### src/cpu_ctl_defines.svh
// timing counts, field positions and instruction codes of the processor control block
`ifndef CPU_CTL_DEFINES_SVH
`define CPU_CTL_DEFINES_SVH

// ============================================================
// clock and derived timing
`define CLK_NS 100
`define TS_MIN_NS 200
`define TS_FAST_CYC ((`TS_MIN_NS + `CLK_NS - 1) / `CLK_NS)
`define TS_SLOW_CYC (`TS_FAST_CYC + 1)
`define TP_NS 100
`define TP_CYC ((`TP_NS + `CLK_NS - 1) / `CLK_NS)
`define RET_LAG_NS 50
`define RET_LAG_CYC ((`RET_LAG_NS + `CLK_NS - 1) / `CLK_NS)
`define SYSCLR_NS 600
`define SYSCLR_CYC ((`SYSCLR_NS + `CLK_NS - 1) / `CLK_NS)
`define CARRY_LOAD_NS 100

// ============================================================
// status word positions (printed bit n sits at index 11-n)
`define ST_LINK 11
`define ST_GT 10
`define ST_INTBUS 9
`define ST_NOINT 8
`define ST_INTEN 7
`define ST_PROT 6
`define ST_IF_HI 5
`define ST_IF_LO 3
`define ST_DF_HI 2
`define ST_DF_LO 0

// ============================================================
// instruction decode
`define OPC_ISZ 3'h2
`define OPC_JMS 3'h4
`define OPC_JMP 3'h5
`define OPC_IOT 3'h6
`define OPR_GROUP 4'hf
`define IOT_ION 12'hc01
`define IOT_IOF 12'hc02
`define IOT_CLEAR 12'hc07

`endif

### src/cpu_ctl_pkg.sv
// types shared by the processor control block and its time-state generator
`include "cpu_ctl_defines.svh"
package cpu_ctl_pkg;
    typedef enum logic [1:0] {
        FETCH = 2'b00,
        DEFER = 2'b01,
        EXECUTE = 2'b10
    } major_t;

    typedef enum logic [1:0] {
        PH_TS1 = 2'b00,
        PH_TS2 = 2'b01,
        PH_TS3 = 2'b10,
        PH_TS4 = 2'b11
    } phase_t;

    typedef struct packed {
        phase_t phase;
        logic [1:0] cnt;
    } timer_t;

    typedef struct packed {
        logic run;
        logic [11:0] ma;
        logic [11:0] pc;
        logic [11:0] ir;
        logic [11:0] ac;
        logic [11:0] mq;
        major_t major;
        logic link;
        logic intEn;
        logic carryFF;
        logic keyGate;
        logic keyPrev;
        logic powerPrev;
        logic driveInh;
        logic [2:0] ib;
        logic [2:0] ifld;
        logic [2:0] df;
        logic [3:0] sysCnt;
        logic [1:0] retCnt;
    } ctl_t;
endpackage

### src/time_state_gen.sv
// time-state and time-pulse sequencer driven by the run flip-flop
`timescale 1ns/1ps
`default_nettype none
`include "cpu_ctl_defines.svh"
module time_state_gen #(
    parameter int FAST_CYC = `TS_FAST_CYC,
    parameter int SLOW_CYC = `TS_SLOW_CYC
) (
    // clock and reset
    input wire logic clk,
    input wire logic rst,
    // control
    input wire logic runEn,
    input wire logic slowCycle,
    // timing outputs
    output logic [3:0] timeState_n,
    output logic [3:0] timePulse,
    output logic idle
);
    import cpu_ctl_pkg::*;

    timer_t s, next_s;
    logic [1:0] last;

    // =========================================================
    // sequencing
    // a stopped machine parks at the start of time state one
    always_comb begin
        last = slowCycle ? 2'(SLOW_CYC - 1) : 2'(FAST_CYC - 1);
        next_s = s;
        if (!(s.phase == PH_TS1 && s.cnt == 2'h0 && !runEn)) begin
            if (s.cnt >= last) begin
                next_s.cnt = 2'h0;
                next_s.phase = phase_t'(s.phase + 2'h1);
            end else begin
                next_s.cnt = s.cnt + 2'h1;
            end
        end
    end

    always_ff @(posedge clk) begin
        if (rst) begin
            s <= '0;
        end else begin
            s <= next_s;
        end
    end

    assign idle = (s.phase == PH_TS1) && (s.cnt == 2'h0);

    // =========================================================
    // decode: pulse sits in the last cycle, state flips one cycle after it rises
    for (genvar k = 0; k < 4; k++) begin : g_dec
        assign timeState_n[k] = !(s.phase == phase_t'(k));
        assign timePulse[k] = (s.phase == phase_t'(k)) && (s.cnt >= last);
    end
endmodule
`default_nettype wire

### src/cpu_ctl.sv
// processor-side backplane control: memory timing, state lines, panel and clear logic
`timescale 1ns/1ps
`default_nettype none
`include "cpu_ctl_defines.svh"
module cpu_ctl (
    // clock and reset
    input wire logic clk,
    input wire logic rst,
    // cycle control
    input wire logic memStart_n,
    input wire logic slowCycle,
    input wire logic powerOk,
    input wire logic romAddrSel_n,
    // memory side
    input wire logic [11:0] memData,
    output logic memWrite,
    output logic driveCur,
    output logic returnCur,
    output logic inhibitDrive,
    output logic senseStrobe,
    // state and instruction lines
    output logic [2:0] opcodeLines_n,
    output logic fetchLine_n,
    output logic deferLine_n,
    output logic executeLine_n,
    input wire logic [2:0] majorBus_n,
    input wire logic stateRegDisconnect_n,
    output logic dmaState,
    output logic nextFetch,
    // carry bit
    input wire logic carryLoad_n,
    input wire logic carryIn_n,
    output logic carryLine_n,
    output logic carryOutLine_n,
    // front panel
    input wire logic fieldLoadKey,
    input wire logic examineKey,
    input wire logic depositKey,
    input wire logic haltKey,
    input wire logic singleStepKey,
    input wire logic clearKey,
    input wire logic panelAddrLoadPulse,
    input wire logic displaySelA,
    input wire logic displaySelB,
    input wire logic [11:0] switchReg,
    output logic keyGate_n,
    output logic haltRequest_n,
    output logic runLine_n,
    // data bus
    input wire logic [11:0] dataIn,
    output logic [11:0] dataOut,
    output logic dataOe_n,
    // status and system
    input wire logic greaterThanFlag,
    input wire logic intBus,
    input wire logic protectedMode_n,
    output logic intInhibit,
    output logic sysClear,
    // time states and pulses, index 0 is state one
    output logic [3:0] timeState_n,
    output logic [3:0] timePulse
);
    import cpu_ctl_pkg::*;

    ctl_t s, next_s;
    logic idle, cycOn, ramOn, disc, prot, haltReq, keyAny;
    logic [3:0] ts;
    logic [2:0] opc;
    logic isOpr2, isOpr3, switchRd, haltInstr;
    logic [11:0] effAddr, pcNext, statusWord;
    major_t nextMajor;

    // =========================================================
    // time-state generator
    time_state_gen u_tsg (
        .clk(clk),
        .rst(rst),
        .runEn(s.run),
        .slowCycle(slowCycle),
        .timeState_n(timeState_n),
        .timePulse(timePulse),
        .idle(idle)
    );

    // =========================================================
    // decode of the held instruction and of the bus state
    assign ts = ~timeState_n;
    assign opc = s.ir[11:9];
    assign isOpr2 = (s.ir[11:8] == `OPR_GROUP) && !s.ir[0];
    assign isOpr3 = (s.ir[11:8] == `OPR_GROUP) && s.ir[0];
    assign prot = !protectedMode_n;
    assign switchRd = isOpr2 && s.ir[2];
    assign haltInstr = isOpr2 && s.ir[1] && !prot;
    assign disc = !stateRegDisconnect_n;
    assign dmaState = disc && (&majorBus_n);
    assign effAddr = {s.ir[7] ? s.ma[11:7] : 5'h00, s.ir[6:0]};
    assign keyAny = fieldLoadKey || examineKey || depositKey;

    // next major state and next program counter
    always_comb begin
        nextMajor = FETCH;
        pcNext = s.pc;
        unique case (s.major)
            FETCH: begin
                if (opc <= `OPC_JMP) begin
                    if (s.ir[8]) begin
                        nextMajor = DEFER;
                    end else if (opc == `OPC_JMP) begin
                        pcNext = effAddr;
                    end else begin
                        nextMajor = EXECUTE;
                    end
                end
            end
            DEFER: begin
                if (opc == `OPC_JMP) begin
                    pcNext = memData;
                end else begin
                    nextMajor = EXECUTE;
                end
            end
            EXECUTE: begin
                // an overlay hit saves the return slot by running from the address itself
                if (opc == `OPC_JMS) begin
                    pcNext = romAddrSel_n ? s.ma + 12'h001 : s.ma;
                end
            end
            default: begin
                nextMajor = FETCH;
            end
        endcase
    end

    assign nextFetch = (nextMajor == FETCH) || dmaState;
    // halt key only bites on an instruction boundary
    assign haltReq = (haltKey && nextFetch) || singleStepKey || s.keyGate
        || (haltInstr && s.major == FETCH);

    // =========================================================
    // register update
    always_comb begin
        next_s = s;
        next_s.powerPrev = powerOk;
        next_s.keyPrev = keyAny;
        // run flip-flop: power loss also counts as a stop request
        if (timePulse[2] && (haltReq || !powerOk)) begin
            next_s.run = 1'b0;
        end
        if (!memStart_n && powerOk) begin
            next_s.run = 1'b1;
        end
        // key gate: a fresh press wins over the release at pulse four
        if (timePulse[3]) begin
            next_s.keyGate = 1'b0;
        end
        if (keyAny && !s.keyPrev) begin
            next_s.keyGate = 1'b1;
        end
        // pulse two: instruction capture and carry out of the buffer
        if (timePulse[1] && !dmaState) begin
            next_s.carryFF = (s.major == EXECUTE) && (opc == `OPC_ISZ) && (&memData);
            if (s.major == FETCH) begin
                next_s.ir = memData;
                next_s.pc = s.pc + 12'h001;
            end
        end
        // pulse three: I/O dialogue and operate groups in fetch
        if (timePulse[2] && s.major == FETCH && !dmaState) begin
            if (opc == `OPC_IOT && !prot) begin
                next_s.ac = s.ac | dataIn;
                if (s.ir == `IOT_ION) begin
                    next_s.intEn = 1'b1;
                end
                if (s.ir == `IOT_IOF) begin
                    next_s.intEn = 1'b0;
                end
                if (s.ir == `IOT_CLEAR) begin
                    next_s.sysCnt = 4'(`SYSCLR_CYC);
                end
            end
            if (switchRd && !prot) begin
                next_s.ac = s.ac | switchReg;
            end
            if (isOpr3 && s.ir[4]) begin
                next_s.mq = s.ac;
                next_s.ac = 12'h000;
            end
        end
        // pulse four: address register and major state advance
        if (timePulse[3] && !dmaState) begin
            if (s.keyGate) begin
                next_s.pc = s.ma + 12'h001;
            end else begin
                next_s.pc = pcNext;
                next_s.major = nextMajor;
                if (nextMajor == FETCH) begin
                    next_s.ma = pcNext;
                end else if (s.major == FETCH) begin
                    next_s.ma = effAddr;
                end else begin
                    next_s.ma = memData;
                end
                if (s.major == EXECUTE && (opc == `OPC_JMS || opc == `OPC_JMP)) begin
                    next_s.ifld = s.ib;
                end
            end
            next_s.driveInh = !powerOk;
        end else if (powerOk && idle && !s.run) begin
            next_s.driveInh = 1'b0;
        end
        // panel address load, never starts a cycle
        if (panelAddrLoadPulse) begin
            if (s.keyGate) begin
                next_s.ib = dataIn[5:3];
                next_s.ifld = dataIn[5:3];
                next_s.df = dataIn[2:0];
            end else begin
                next_s.ma = dataIn;
            end
        end
        // system clear: counter keeps the pulse wide enough
        if (s.sysCnt != 4'h0) begin
            next_s.sysCnt = s.sysCnt - 4'h1;
        end
        if ((s.powerPrev && !powerOk) || clearKey) begin
            next_s.sysCnt = 4'(`SYSCLR_CYC);
        end
        if (s.sysCnt != 4'h0) begin
            next_s.ac = 12'h000;
            next_s.link = 1'b0;
        end
        // carry jam loads every cycle the line is held
        if (!carryLoad_n) begin
            next_s.link = !carryIn_n;
        end
        // return current lags the drive by a counted tail
        if (ramOn) begin
            next_s.retCnt = 2'(`RET_LAG_CYC);
        end else if (s.retCnt != 2'h0) begin
            next_s.retCnt = s.retCnt - 2'h1;
        end
    end

    always_ff @(posedge clk) begin
        if (rst) begin
            s <= '0;
        end else begin
            s <= next_s;
        end
    end

    // =========================================================
    // memory timing; drive stays off after a power-fail cycle
    assign cycOn = s.run || !idle;
    assign ramOn = cycOn && !s.driveInh && romAddrSel_n;
    assign driveCur = ramOn;
    assign memWrite = ramOn && (ts[2] || ts[3]);
    assign inhibitDrive = memWrite;
    assign returnCur = ramOn || (s.retCnt != 2'h0);
    // strobe drops when pulse two rises, where the instruction is taken
    assign senseStrobe = ramOn && ts[1] && !timePulse[1];

    // =========================================================
    // state lines released while a break device disconnects them
    assign opcodeLines_n = disc ? 3'h7 : ~opc;
    assign fetchLine_n = disc || (s.major != FETCH);
    assign deferLine_n = disc || (s.major != DEFER);
    assign executeLine_n = disc || (s.major != EXECUTE);

    // =========================================================
    // panel and status outputs
    assign carryLine_n = !s.link;
    assign carryOutLine_n = !(s.carryFF && ts[2]);
    assign keyGate_n = !s.keyGate;
    assign intInhibit = s.keyGate;
    assign haltRequest_n = !haltReq;
    assign runLine_n = !s.run;
    assign sysClear = (s.sysCnt != 4'h0);

    always_comb begin
        statusWord = 12'h000;
        statusWord[`ST_LINK] = s.link;
        statusWord[`ST_GT] = greaterThanFlag;
        statusWord[`ST_INTBUS] = intBus;
        statusWord[`ST_NOINT] = s.keyGate;
        statusWord[`ST_INTEN] = s.intEn;
        statusWord[`ST_PROT] = prot;
        statusWord[`ST_IF_HI:`ST_IF_LO] = s.ifld;
        statusWord[`ST_DF_HI:`ST_DF_LO] = s.df;
    end

    // bus mux; low-high select leaves the bus to the panel
    always_comb begin
        dataOut = 12'h000;
        dataOe_n = 1'b1;
        if (ts[0] && !(displaySelB && !displaySelA)) begin
            dataOe_n = 1'b0;
            if (displaySelA && displaySelB) begin
                dataOut = statusWord;
            end else if (displaySelA) begin
                dataOut = s.mq;
            end else begin
                dataOut = s.ac;
            end
        end else if (ts[2] && s.major == FETCH && switchRd && !prot) begin
            dataOe_n = 1'b0;
            dataOut = switchReg;
        end
    end
endmodule
`default_nettype wire

### config.mk
export PLATFORM = sky130hd
export DESIGN_NAME = cpu_ctl
export DESIGN_NICKNAME = d
export VERILOG_FILES = /design/src/cpu_ctl_pkg.sv /design/src/time_state_gen.sv /design/src/cpu_ctl.sv
export VERILOG_INCLUDE_DIRS = /design/src
export SDC_FILE = /design/constraint.sdc
export NUM_CORES = 1
export LEC_CHECK = 0
export ABC_AREA = 1
export BUFFER_PORTS_ARGS = -buffer_cell sky130_fd_sc_hd__buf_2
export CORE_MARGIN = 4
export CORE_UTILIZATION = 47
export DETAILED_ROUTE_END_ITERATION = 10
export PLACE_DENSITY_LB_ADDON = 0.12
export SYNTH_ARGS = -nofsm -noshare
export SYNTH_HDL_FRONTEND = slang
export SYNTH_SLANG_ARGS = --single-unit
### constraint.sdc
create_clock -name clk -period 1.6 [get_ports clk]
set_input_delay 0.08 -clock clk [delete_from_list [all_inputs] [get_ports clk]]
set_output_delay 0.08 -clock clk [all_outputs]
set_load 0.01 [all_outputs]
# Word-level counts from Yosys, hierarchy flattened
# Cells that the tools add are included.
# classes
bitwise	6
addsub	4
magnitude_cmp	2
n_eq_ne	16
reduce_logical	112
muxes	38
# op_table
operator	n
$mux 12	6
$logic_and 1x1->1	42
$eq 12x12->1 const B	3
$mux 24	1
$or 12x12->12	2
$logic_not 1->1	22
$reduce_bool 2->1	10
$mux 4	4
$logic_or 1x1->1	15
$mux 3	5
$mux 1	14
$mux 6	2
$reduce_and 12->1	1
$reduce_and 2->1	6
$reduce_and 3->1	4
$reduce_bool 3->1	4
$mux 2	5
$eq 3x3->1 const B	3
$logic_not 2->1	4
$eq 2x2->1 const B	3
$reduce_or 2->1	3
$add 2x1->2 const B	2
$eq 2x1->1 const B	2
$eq 4x4->1 const B	1
12 further kinds	14
# totals
reg_bits	65
out_inout_bits	41

# Depth between registers and ports, before layout
# Gate-level depths: netlist of run 1.
# logic_depth
depth_word	15
ltp_mapped	12
mapped_depth_nobuf	11

# Hierarchy
# From an unflattened synthesis of run 1, not the netlist that was laid out.
# hier_totals
cells_unflattened	524
hier_area_um2	3711.1
# by_module_without_submodules
module	area_per_inst_um2	seq_area_each_um2	n_inst	cells_per_inst
cpu_ctl	3329.4	1221.2	1	466
time_state_gen	381.6	80.1	1	58

# Least setup slack after synthesis of run 1
# OpenSTA, ideal clock, no wires.
# synth_timing
path_kind	reg2reg
start	reg u_tsg.s[0] (netlist name)
end	reg s[56] (netlist name)
t_required_ps	1479
n_path_buf	1
stages_incl_launch_ff	11
path_slack_ps	-83
arrival_ps	1562
path_cell_list	dfxtp_1 inv_1 ha_1 nand2_1 nand3_1 nand2_1 nor2_1 nand2_1 buf_2 o21ai_0 a21oi_1
# synth_via
elab_chain_cells	4
# synth_rtl
element	line_no	source
start, declared	time_state_gen.sv:22	timer_t s, next_s;
start signal, assigned	time_state_gen.sv:45	s <= next_s;
$ge 2x2->1	time_state_gen.sv:55	assign timePulse[k] = (s.phase == phase_t'(k)) && (s.cnt >= last);
$logic_and 1x1->1	time_state_gen.sv:55	
$logic_and 1x1->1	cpu_ctl.sv:160	if (timePulse[1] && !dmaState) begin
$reduce_and 2->1 (no line)	--	
end signal, assigned	cpu_ctl.sv:248	s <= next_s;
end, declared	cpu_ctl.sv:65	ctl_t s, next_s;
# Every way passes these cells.
# A chain may end at the register's enable or synchronous reset.

# Worst setup path after layout of run 1
# layout_timing
start	reg s (netlist bit opc[2])
end	out dataOut[0]
# layout_via
elab_chain_cells	7
# layout_rtl
element	line_no	source
$eq 4x4->1 (no line)	--	
$logic_and 1x1->1	cpu_ctl.sv:89	assign isOpr2 = (s.ir[11:8] == `OPR_GROUP) && !s.ir[0];
$logic_and 1x1->1	cpu_ctl.sv:92	assign switchRd = isOpr2 && s.ir[2];
$logic_and 1x1->1 (2 in a row)	cpu_ctl.sv:305	end else if (ts[2] && s.major == FETCH && switchRd && !prot) begin
$mux 12	cpu_ctl.sv:305	
$mux 12	cpu_ctl.sv:296	if (ts[0] && !(displaySelB && !displaySelA)) begin
end, declared	cpu_ctl.sv:51	output logic [11:0] dataOut,
# Every way passes these cells.

==> run summary, run 1 <==
### Critical path
• data required time at the worst endpoint: 1.52 ns
• cell with the largest stage delay on the worst path: sky130_fd_sc_hd__dfxtp_2
• Reg2Reg Capture Point: s[84]
• Worst path max stage delay: 0.35 ns
• launch point of the critical path: opc[2]
• setup slack, reg-to-reg: -0.14 ns
• Worst setup EP type: output pin
• startpoint of the worst-slack reg-to-reg timing path: opc[1]
• Max Fanout on Critical Path: 6
• category of the most critical setup path: flip-flop to output pin
• Worst Setup Start Kind: flip-flop
• arrival time worst endpoint: 1.75 ns
• sequence of cells on the critical path: nand2_2, nor3_4, nand3_2, nor2_4, nand3_4, buf_6, o21ai_2, buf_2
• depth of the most critical reg-to-reg path: 14
• worst setup path endpoint: dataOut[0]

### Routing
• number of vias in the routed layout: 4315
• number of violations reported at the end of detailed-routing iteration 0: 255
• # DRC: 0
• routed wire length: 12490 um
• via-per-instance ratio: 5.380
• TritonRoute pass-1 iters: 5
• post-detailed-route wirelength per cell: 15.57 um
• number of nets still failing antenna checks after routing: 0

### Clock network
• clock tree from TritonCTS: yes
• number of clock sinks: 65
• clock root cell: sky130_fd_sc_hd__clkbuf_8
• CTS buffer count: 9
• H-tree level count: 3
• clock network latency to the later pin of the worst-skew pair: 0.34 ns
• CTS clock-pin slew for the worst setup and hold paths: 0.07 ns
• maximum number of buffers from clock root to sink: 2

### Logic synthesis
• share of synthesized flip-flops with an asynchronous set or reset: 0%
• flops & latches, synth: 65
• Main synth FF type: sky130_fd_sc_hd__dfxtp_1
• Yosys top cell area share: 36.70%
• number of warning messages in the yosys log: 0
• summed instance area of the synthesized netlist: 3546 um^2
• most area-consuming cells after synthesis: sky130_fd_sc_hd__dfxtp_1, sky130_fd_sc_hd__nand2_1, sky130_fd_sc_hd__inv_1
• mean instance size in the synthesized netlist: 6.716 um^2
• number of enable-type register cells in the synthesized netlist: 0
• Synth Net Count: 598
• number of standard cells after synthesis: 528
• top cell type by total area after synthesis: sky130_fd_sc_hd__dfxtp_1
• Seq/Total Area, Yosys: 36.70%
• Netlist cell types: 35

### Power
• leakage power total: 2.480 nW
• switching power: 2.571 mW
• share of total power in sequential cells: 30.6%
• design internal power: 3.945 mW
• proportion of power drawn by combinational gates: 50.1%
• total power: 6.517 mW
• sw frac: 39.46%
• relative contribution of the clock network to total power: 19.2%
• PD cells: 1196 nW/um^2
• Peak supply drop: 714.7 uV

### Place
• Detail Placement HPWL: 7735 um
• routability congestion estimate: 0.8255
• Placed Area: 4398 um^2
• count of buffers from port buffering: 100

### Timing
• count of final max-slew check failures: 0
• final setup violation count: 44
• portion of the clock cycle consumed by the worst path in the final layout: 114.2%
• highest clock frequency the design can meet: 547.2 MHz
• clock period minus worst slack: 1.827 ns
• post-route worst setup slack: -0.2275 ns
• worst hold slack after final layout: 0.01051 ns
• relative slew slack: 69.62%
• setup repair after global routing missed its margin: true
• final clock skew: 0.008633 ns
• Hold Violations, Final: 0
• actual transition at the worst max-transition pin: 0.4516 ns

### Die
• top-level port count: 101
• CORE AREA: 7292 um^2
• num rows: 31
• overall die width: 94.86 um
• Die ar.: 8998 um^2
• chip height: 94.86 um
• initial standard-cell utilization of the core: 48.63%

### Layout
• Area Overhead vs Synth: 53.60%
• commonest non-fill, non-tap cell in the layout: sky130_fd_sc_hd__buf_2
• total non-filler cell area in the finished layout: 5446 um^2
• most frequent cells in the layout: sky130_fd_sc_hd__buf_2, sky130_fd_sc_hd__inv_1, sky130_fd_sc_hd__nand2_1, sky130_fd_sc_hd__buf_4, sky130_fd_sc_hd__dfxtp_1
• Fill cells: 587
• final net count: 768
• Final Core Density: 74.69%
• share of cells above drive strength 1: 40.94%

### Worst hold path
• cell depth of the worst hold path: 3
• path category of the worst min-delay check: input port to flip-flop

### Global route
• initial antenna violation count: 2
• grt ovf: 0
• first-pass GRT wire length: 18130 um
• global-route total usage across every layer: 25.58%
• pin count of the biggest net entering global routing: 25
• vias in the first global route: 3983

### Run
• number of max-cap violations: 0

### Run status
• violated checks: negative setup slack
• result of the run: finished, violations left

[layer usage]
layer  GRT usage [%]  routed length (um)
met3           3.825                 668
met2           45.92                6430
met5               0                   0
met4           10.22                 412
met1           30.36                4973
[power groups by stage]
stage               clock network (mW)  logic (mW)  registers (mW)
floorplan                            0        1.26            1.96
global placement                     0        2.08            1.97
detailed placement                   0        2.13            1.98
CTS                               1.25        2.57            1.98
global route                      1.30        3.53            2.01
finish                            1.25        3.27            2.00
[timing repair]
action / in CTS / in global routing
hold buffers: 5 / 0
endpoints found under the setup margin: 60 / 67
gates resized for setup: 62 / 99
hold endpoints to repair: 3 / 0
pin swaps: 12 / 14
buffers inserted: 22 / 13
cloned: 1 / 2
[registers in the layout (all words and copies together) (netlist names)]
register and count:
effAddr 7, intInhibit 1, opc 3, u_tsg.s 4, s 50
[synth_stat cells (5+ instances only)]
master and number:
sky130_fd_sc_hd__clkbuf_1 11, sky130_fd_sc_hd__o221ai_1 5, sky130_fd_sc_hd__inv_1 87, sky130_fd_sc_hd__nor2_1 34
sky130_fd_sc_hd__dfxtp_1 65, sky130_fd_sc_hd__nor3_1 7, sky130_fd_sc_hd__ha_1 10, sky130_fd_sc_hd__nand2_1 88
sky130_fd_sc_hd__o21ai_0 59, sky130_fd_sc_hd__o21ai_1 11, sky130_fd_sc_hd__nand3_1 50, sky130_fd_sc_hd__nand4_1 8
sky130_fd_sc_hd__a21oi_1 57
[how the worst min path moves through the flow]
| stage | start | end | slack, ns |
|---|---|---|---|
| 6_report | memData[5] | effAddr[5] | 0.01 |
| 5_1_grt | memData[5] | effAddr[5] | 0.03 |
| 4_1_cts | memData[7] | s[55] | 0.03 |
| 3_5_place_dp | carryIn_n | s[21] | 0.27 |
| 3_3_place_gp | carryIn_n | s[21] | 0.26 |
| 2_1_floorplan | carryIn_n | s[21] | 0.17 |
[through the flow]
stage | worst slack [ns] | cells | TNS, ns
finish | -0.2275 | 802 | -3.441
global route | -0.2875 | 802 | -7.820
CTS | -0.2074 | 785 | -2.471
detailed placement | -0.08320 | 743 | -0.6814
global placement | -0.01642 | 743 | -0.05397
floorplan | 0.01043 | 528 | 0
[kinds of logic after synthesis]
| family | share of synthesized area [%] |
|---|---|
| AO/OA/AOI/OAI | 20.99 |
| XOR/XNOR | 0.4941 |
| buffers and inverters | 12.91 |
| adder cells (fa/ha/maj) | 3.529 |
| flip-flops | 36.70 |
| AND/OR/NAND/NOR | 25.37 |
[layout make-up]
type / instances / area [um^2] / share of cell area [%]
timing repair buffer: 183 / 1303 / 23.91
sequential: 65 / 1316 / 24.17
tap: 99 / 123.9 / 2.274
clock inverter: 3 / 17.52 / 0.3216
multi-input combinational: 351 / 2195 / 40.29
clock buffer: 11 / 151.4 / 2.780
antenna: 2 / 5.005 / 0.09189
inverter: 88 / 335.3 / 6.157
[critical path, delay by kind of cell (launching register included)]
| kind | cells | cell delay [ns] |
|---|---|---|
| compound gates | 1 | 0.14 |
| buf+inv | 2 | 0.31 |
| flops | 1 | 0.35 |
| simple gates | 5 | 0.61 |
(Power assumes the default switching activity.)
==> inputs of run 2 (changes only) <==
--- a/config.mk
+++ b/config.mk
@@ -9,9 +9,10 @@
 export ABC_AREA = 1
 export BUFFER_PORTS_ARGS = -buffer_cell sky130_fd_sc_hd__buf_2
 export CORE_MARGIN = 4
-export CORE_UTILIZATION = 47
+export CORE_UTILIZATION = 49
+export CTS_BUF_LIST = sky130_fd_sc_hd__clkbuf_4 sky130_fd_sc_hd__clkbuf_8
 export DETAILED_ROUTE_END_ITERATION = 10
-export PLACE_DENSITY_LB_ADDON = 0.12
+export PLACE_DENSITY = 0.88
 export SYNTH_ARGS = -nofsm -noshare
 export SYNTH_HDL_FRONTEND = slang
 export SYNTH_SLANG_ARGS = --single-unit
==> run summary, run 2 (synthesized netlist as in run 1, its figures left out) <==
### Global route
• grt ovf: 0, unchanged
• initial antenna violation count: 1, -1
• vias in the first global route: 4363, +9.5%
• first-pass GRT wire length: 19940 um, +10%
• pin count of the biggest net entering global routing: 25, unchanged
• global-route total usage across every layer: 28.96%, +3.4 points

### Worst hold path
• startpoint of the tightest hold check path: memData[1]
• path category of the worst min-delay check: input port to flip-flop

### Power
• relative contribution of the clock network to total power: 21.3%, +2.1 points
• leakage power total: 2.463 nW, -0.68%
• share of total power in sequential cells: 28.2%, -2.4 points
• design internal power: 4.143 mW, +5.0%
• proportion of power drawn by combinational gates: 50.5%, +0.4 points
• PD cells: 1312 nW/um^2, +9.6%
• sw frac: 42.31%, +2.9 points
• Peak supply drop: 1053 uV, +47%
• switching power: 3.039 mW, +18%

### Timing
• clock period minus worst slack: 1.943 ns, +0.1151 ns
• setup repair after global routing missed its margin: true
• worst hold slack after final layout: -0.01191 ns, -0.02242 ns
• final setup violation count: 73, +66%
• relative slew slack: 63.24%, -6.4 points
• final clock skew: 0.01665 ns, +0.008013 ns
• portion of the clock cycle consumed by the worst path in the final layout: 121.4%, +7.2 points
• post-route worst setup slack: -0.3426 ns, -0.1151 ns
• actual transition at the worst max-transition pin: 0.5508 ns, +0.09922 ns
• highest clock frequency the design can meet: 514.8 MHz, -5.9%
• count of final max-slew check failures: 0, unchanged
• Hold Violations, Final: 2, +2

### Critical path
• Max Fanout on Critical Path: 6, unchanged
• launch point of the critical path: u_tsg.s[0]
• Worst setup EP type: flip-flop
• startpoint of the worst-slack reg-to-reg timing path: u_tsg.s[0]
• data required time at the worst endpoint: 1.87 ns, +0.35 ns
• arrival time worst endpoint: 2.21 ns, +0.46 ns
• category of the most critical setup path: flip-flop to flip-flop
• Worst Setup Start Kind: flip-flop

### Die
• CORE AREA: 6907 um^2, -5.3%
• initial standard-cell utilization of the core: 51.34%, +2.7 points
• chip height: 93.07 um, -1.9%
• Die ar.: 8661 um^2, -3.7%
• top-level port count: 101, unchanged
• num rows: 30, -3.2%
• overall die width: 93.07 um, -1.9%

### Routing
• # DRC: 0, unchanged
• TritonRoute pass-1 iters: 9, +4
• routed wire length: 16720 um, +34%
• number of violations reported at the end of detailed-routing iteration 0: 764, +200%
• number of nets still failing antenna checks after routing: 0, unchanged
• via-per-instance ratio: 6.402, +19%
• post-detailed-route wirelength per cell: 21.21 um, +36%
• number of vias in the routed layout: 5045, +17%

### Run status
• result of the run: finished, violations left
• violated checks: negative hold slack, negative setup slack

### Layout
• register with the highest flop count: s
• final net count: 756, -1.6%
• flip-flop count of the largest register after layout: 50, unchanged
• Area Overhead vs Synth: 54.41%
• most frequent cells in the layout: sky130_fd_sc_hd__buf_2, sky130_fd_sc_hd__inv_1, sky130_fd_sc_hd__nand2_1, sky130_fd_sc_hd__dfxtp_1, sky130_fd_sc_hd__a21oi_1
• Fill cells: 418, -29%
• share of cells above drive strength 1: 43.13%, +2.2 points
• commonest non-fill, non-tap cell in the layout: sky130_fd_sc_hd__buf_2

### Clock network
• clock tree from TritonCTS: yes
• H-tree level count: 3, unchanged
• clock network latency to the later pin of the worst-skew pair: 0.37 ns, +0.03 ns
• maximum number of buffers from clock root to sink: 2, unchanged
• number of clock sinks: 65, unchanged
• CTS buffer count: 9, unchanged
• CTS clock-pin slew for the worst setup and hold paths: 0.09 ns, +0.02 ns
• clock root cell: sky130_fd_sc_hd__clkbuf_8

### Place
• Detail Placement HPWL: 7801 um, +0.85%
• count of buffers from port buffering: 100, unchanged
• routability congestion estimate: 0.8567, +3.8%
• worst-case setup slack after placement: -0.1006 ns, -0.01738 ns

### Run
• number of max-cap violations: 0, unchanged

-- run 2: power groups by stage --
stage / sequential, mW / clock, mW / combinational, mW
2_1_floorplan: 1.96 / 0 / 1.26
3_3_place_gp: 1.97 / 0 / 1.97
3_5_place_dp: 1.98 / 0 / 2.06
4_1_cts: 1.97 / 1.46 / 2.53
5_1_grt: 2.04 / 1.55 / 3.81
6_report: 2.03 / 1.53 / 3.63
-- run 2: layout make-up --
cell class	count	area, um^2	area share, %
Antenna cell	1	2.502	0.04570
Clock buffer	9	123.9	2.262
Inverter	88	337.8	6.170
Multi-Input combinational cell	351	2266	41.38
Tap cell	96	120.1	2.194
Timing Repair Buffer	171	1227	22.42
Clock inverter	7	78.83	1.440
Sequential cell	65	1319	24.09
-- run 2: through the flow --
stage / cell area [um^2] / power [mW] / std cells / TNS, ns / util (%)
after floorplan: 3551 / 3.220 / 528 / 0 / -
after global placement: 4319 / 3.943 / 730 / 0 / 62.54
after detailed placement: 4319 / 4.041 / 730 / -1.690 / 62.54
after CTS: 4878 / 5.967 / 769 / -3.603 / 70.63
after global routing: 5475 / 7.396 / 788 / -16.80 / 79.28
final: 5475 / 7.181 / 788 / -12.18 / 79.28
-- run 2: worst paths after layout --
check,to,slack [ns],cells past startpoint
max reg2reg,s[43],-0.34,10
min,effAddr[1],-0.01,3
max,s[43],-0.34,10
min reg2reg,effAddr[5],0.46,2
-- run 2: per-layer routing --
layer,up-vias,track usage [%],part of all wire [%]
met2,555,51.29,46
li1,2063,-,-
met1,2247,30.87,33
met3,180,6.114,13
met4,0,19.05,8.9
met5,-,0,0
-- run 2: critical path, cell delays in order (launching register included) --
cell and delay, ns:
sky130_fd_sc_hd__dfxtp_2 0.38, sky130_fd_sc_hd__inv_2 0.07, sky130_fd_sc_hd__ha_4 0.22, sky130_fd_sc_hd__nand2_4 0.07, sky130_fd_sc_hd__nand3_4 0.13, sky130_fd_sc_hd__buf_6 0.16
sky130_fd_sc_hd__nand4_4 0.09, sky130_fd_sc_hd__nor2_4 0.05, sky130_fd_sc_hd__nand3b_1 0.24, sky130_fd_sc_hd__buf_6 0.22, sky130_fd_sc_hd__a21oi_1 0.21
-- run 2: repair_timing --
action | 4_1_cts | 5_1_grt
resized for setup | 61 | 143
hold buffers | 5 | 0
cloned | 1 | 4
buffers inserted | 17 | 17
setup endpoints to repair | 61 | 68
hold endpoints to repair | 3 | 0
pin swaps | 10 | 22
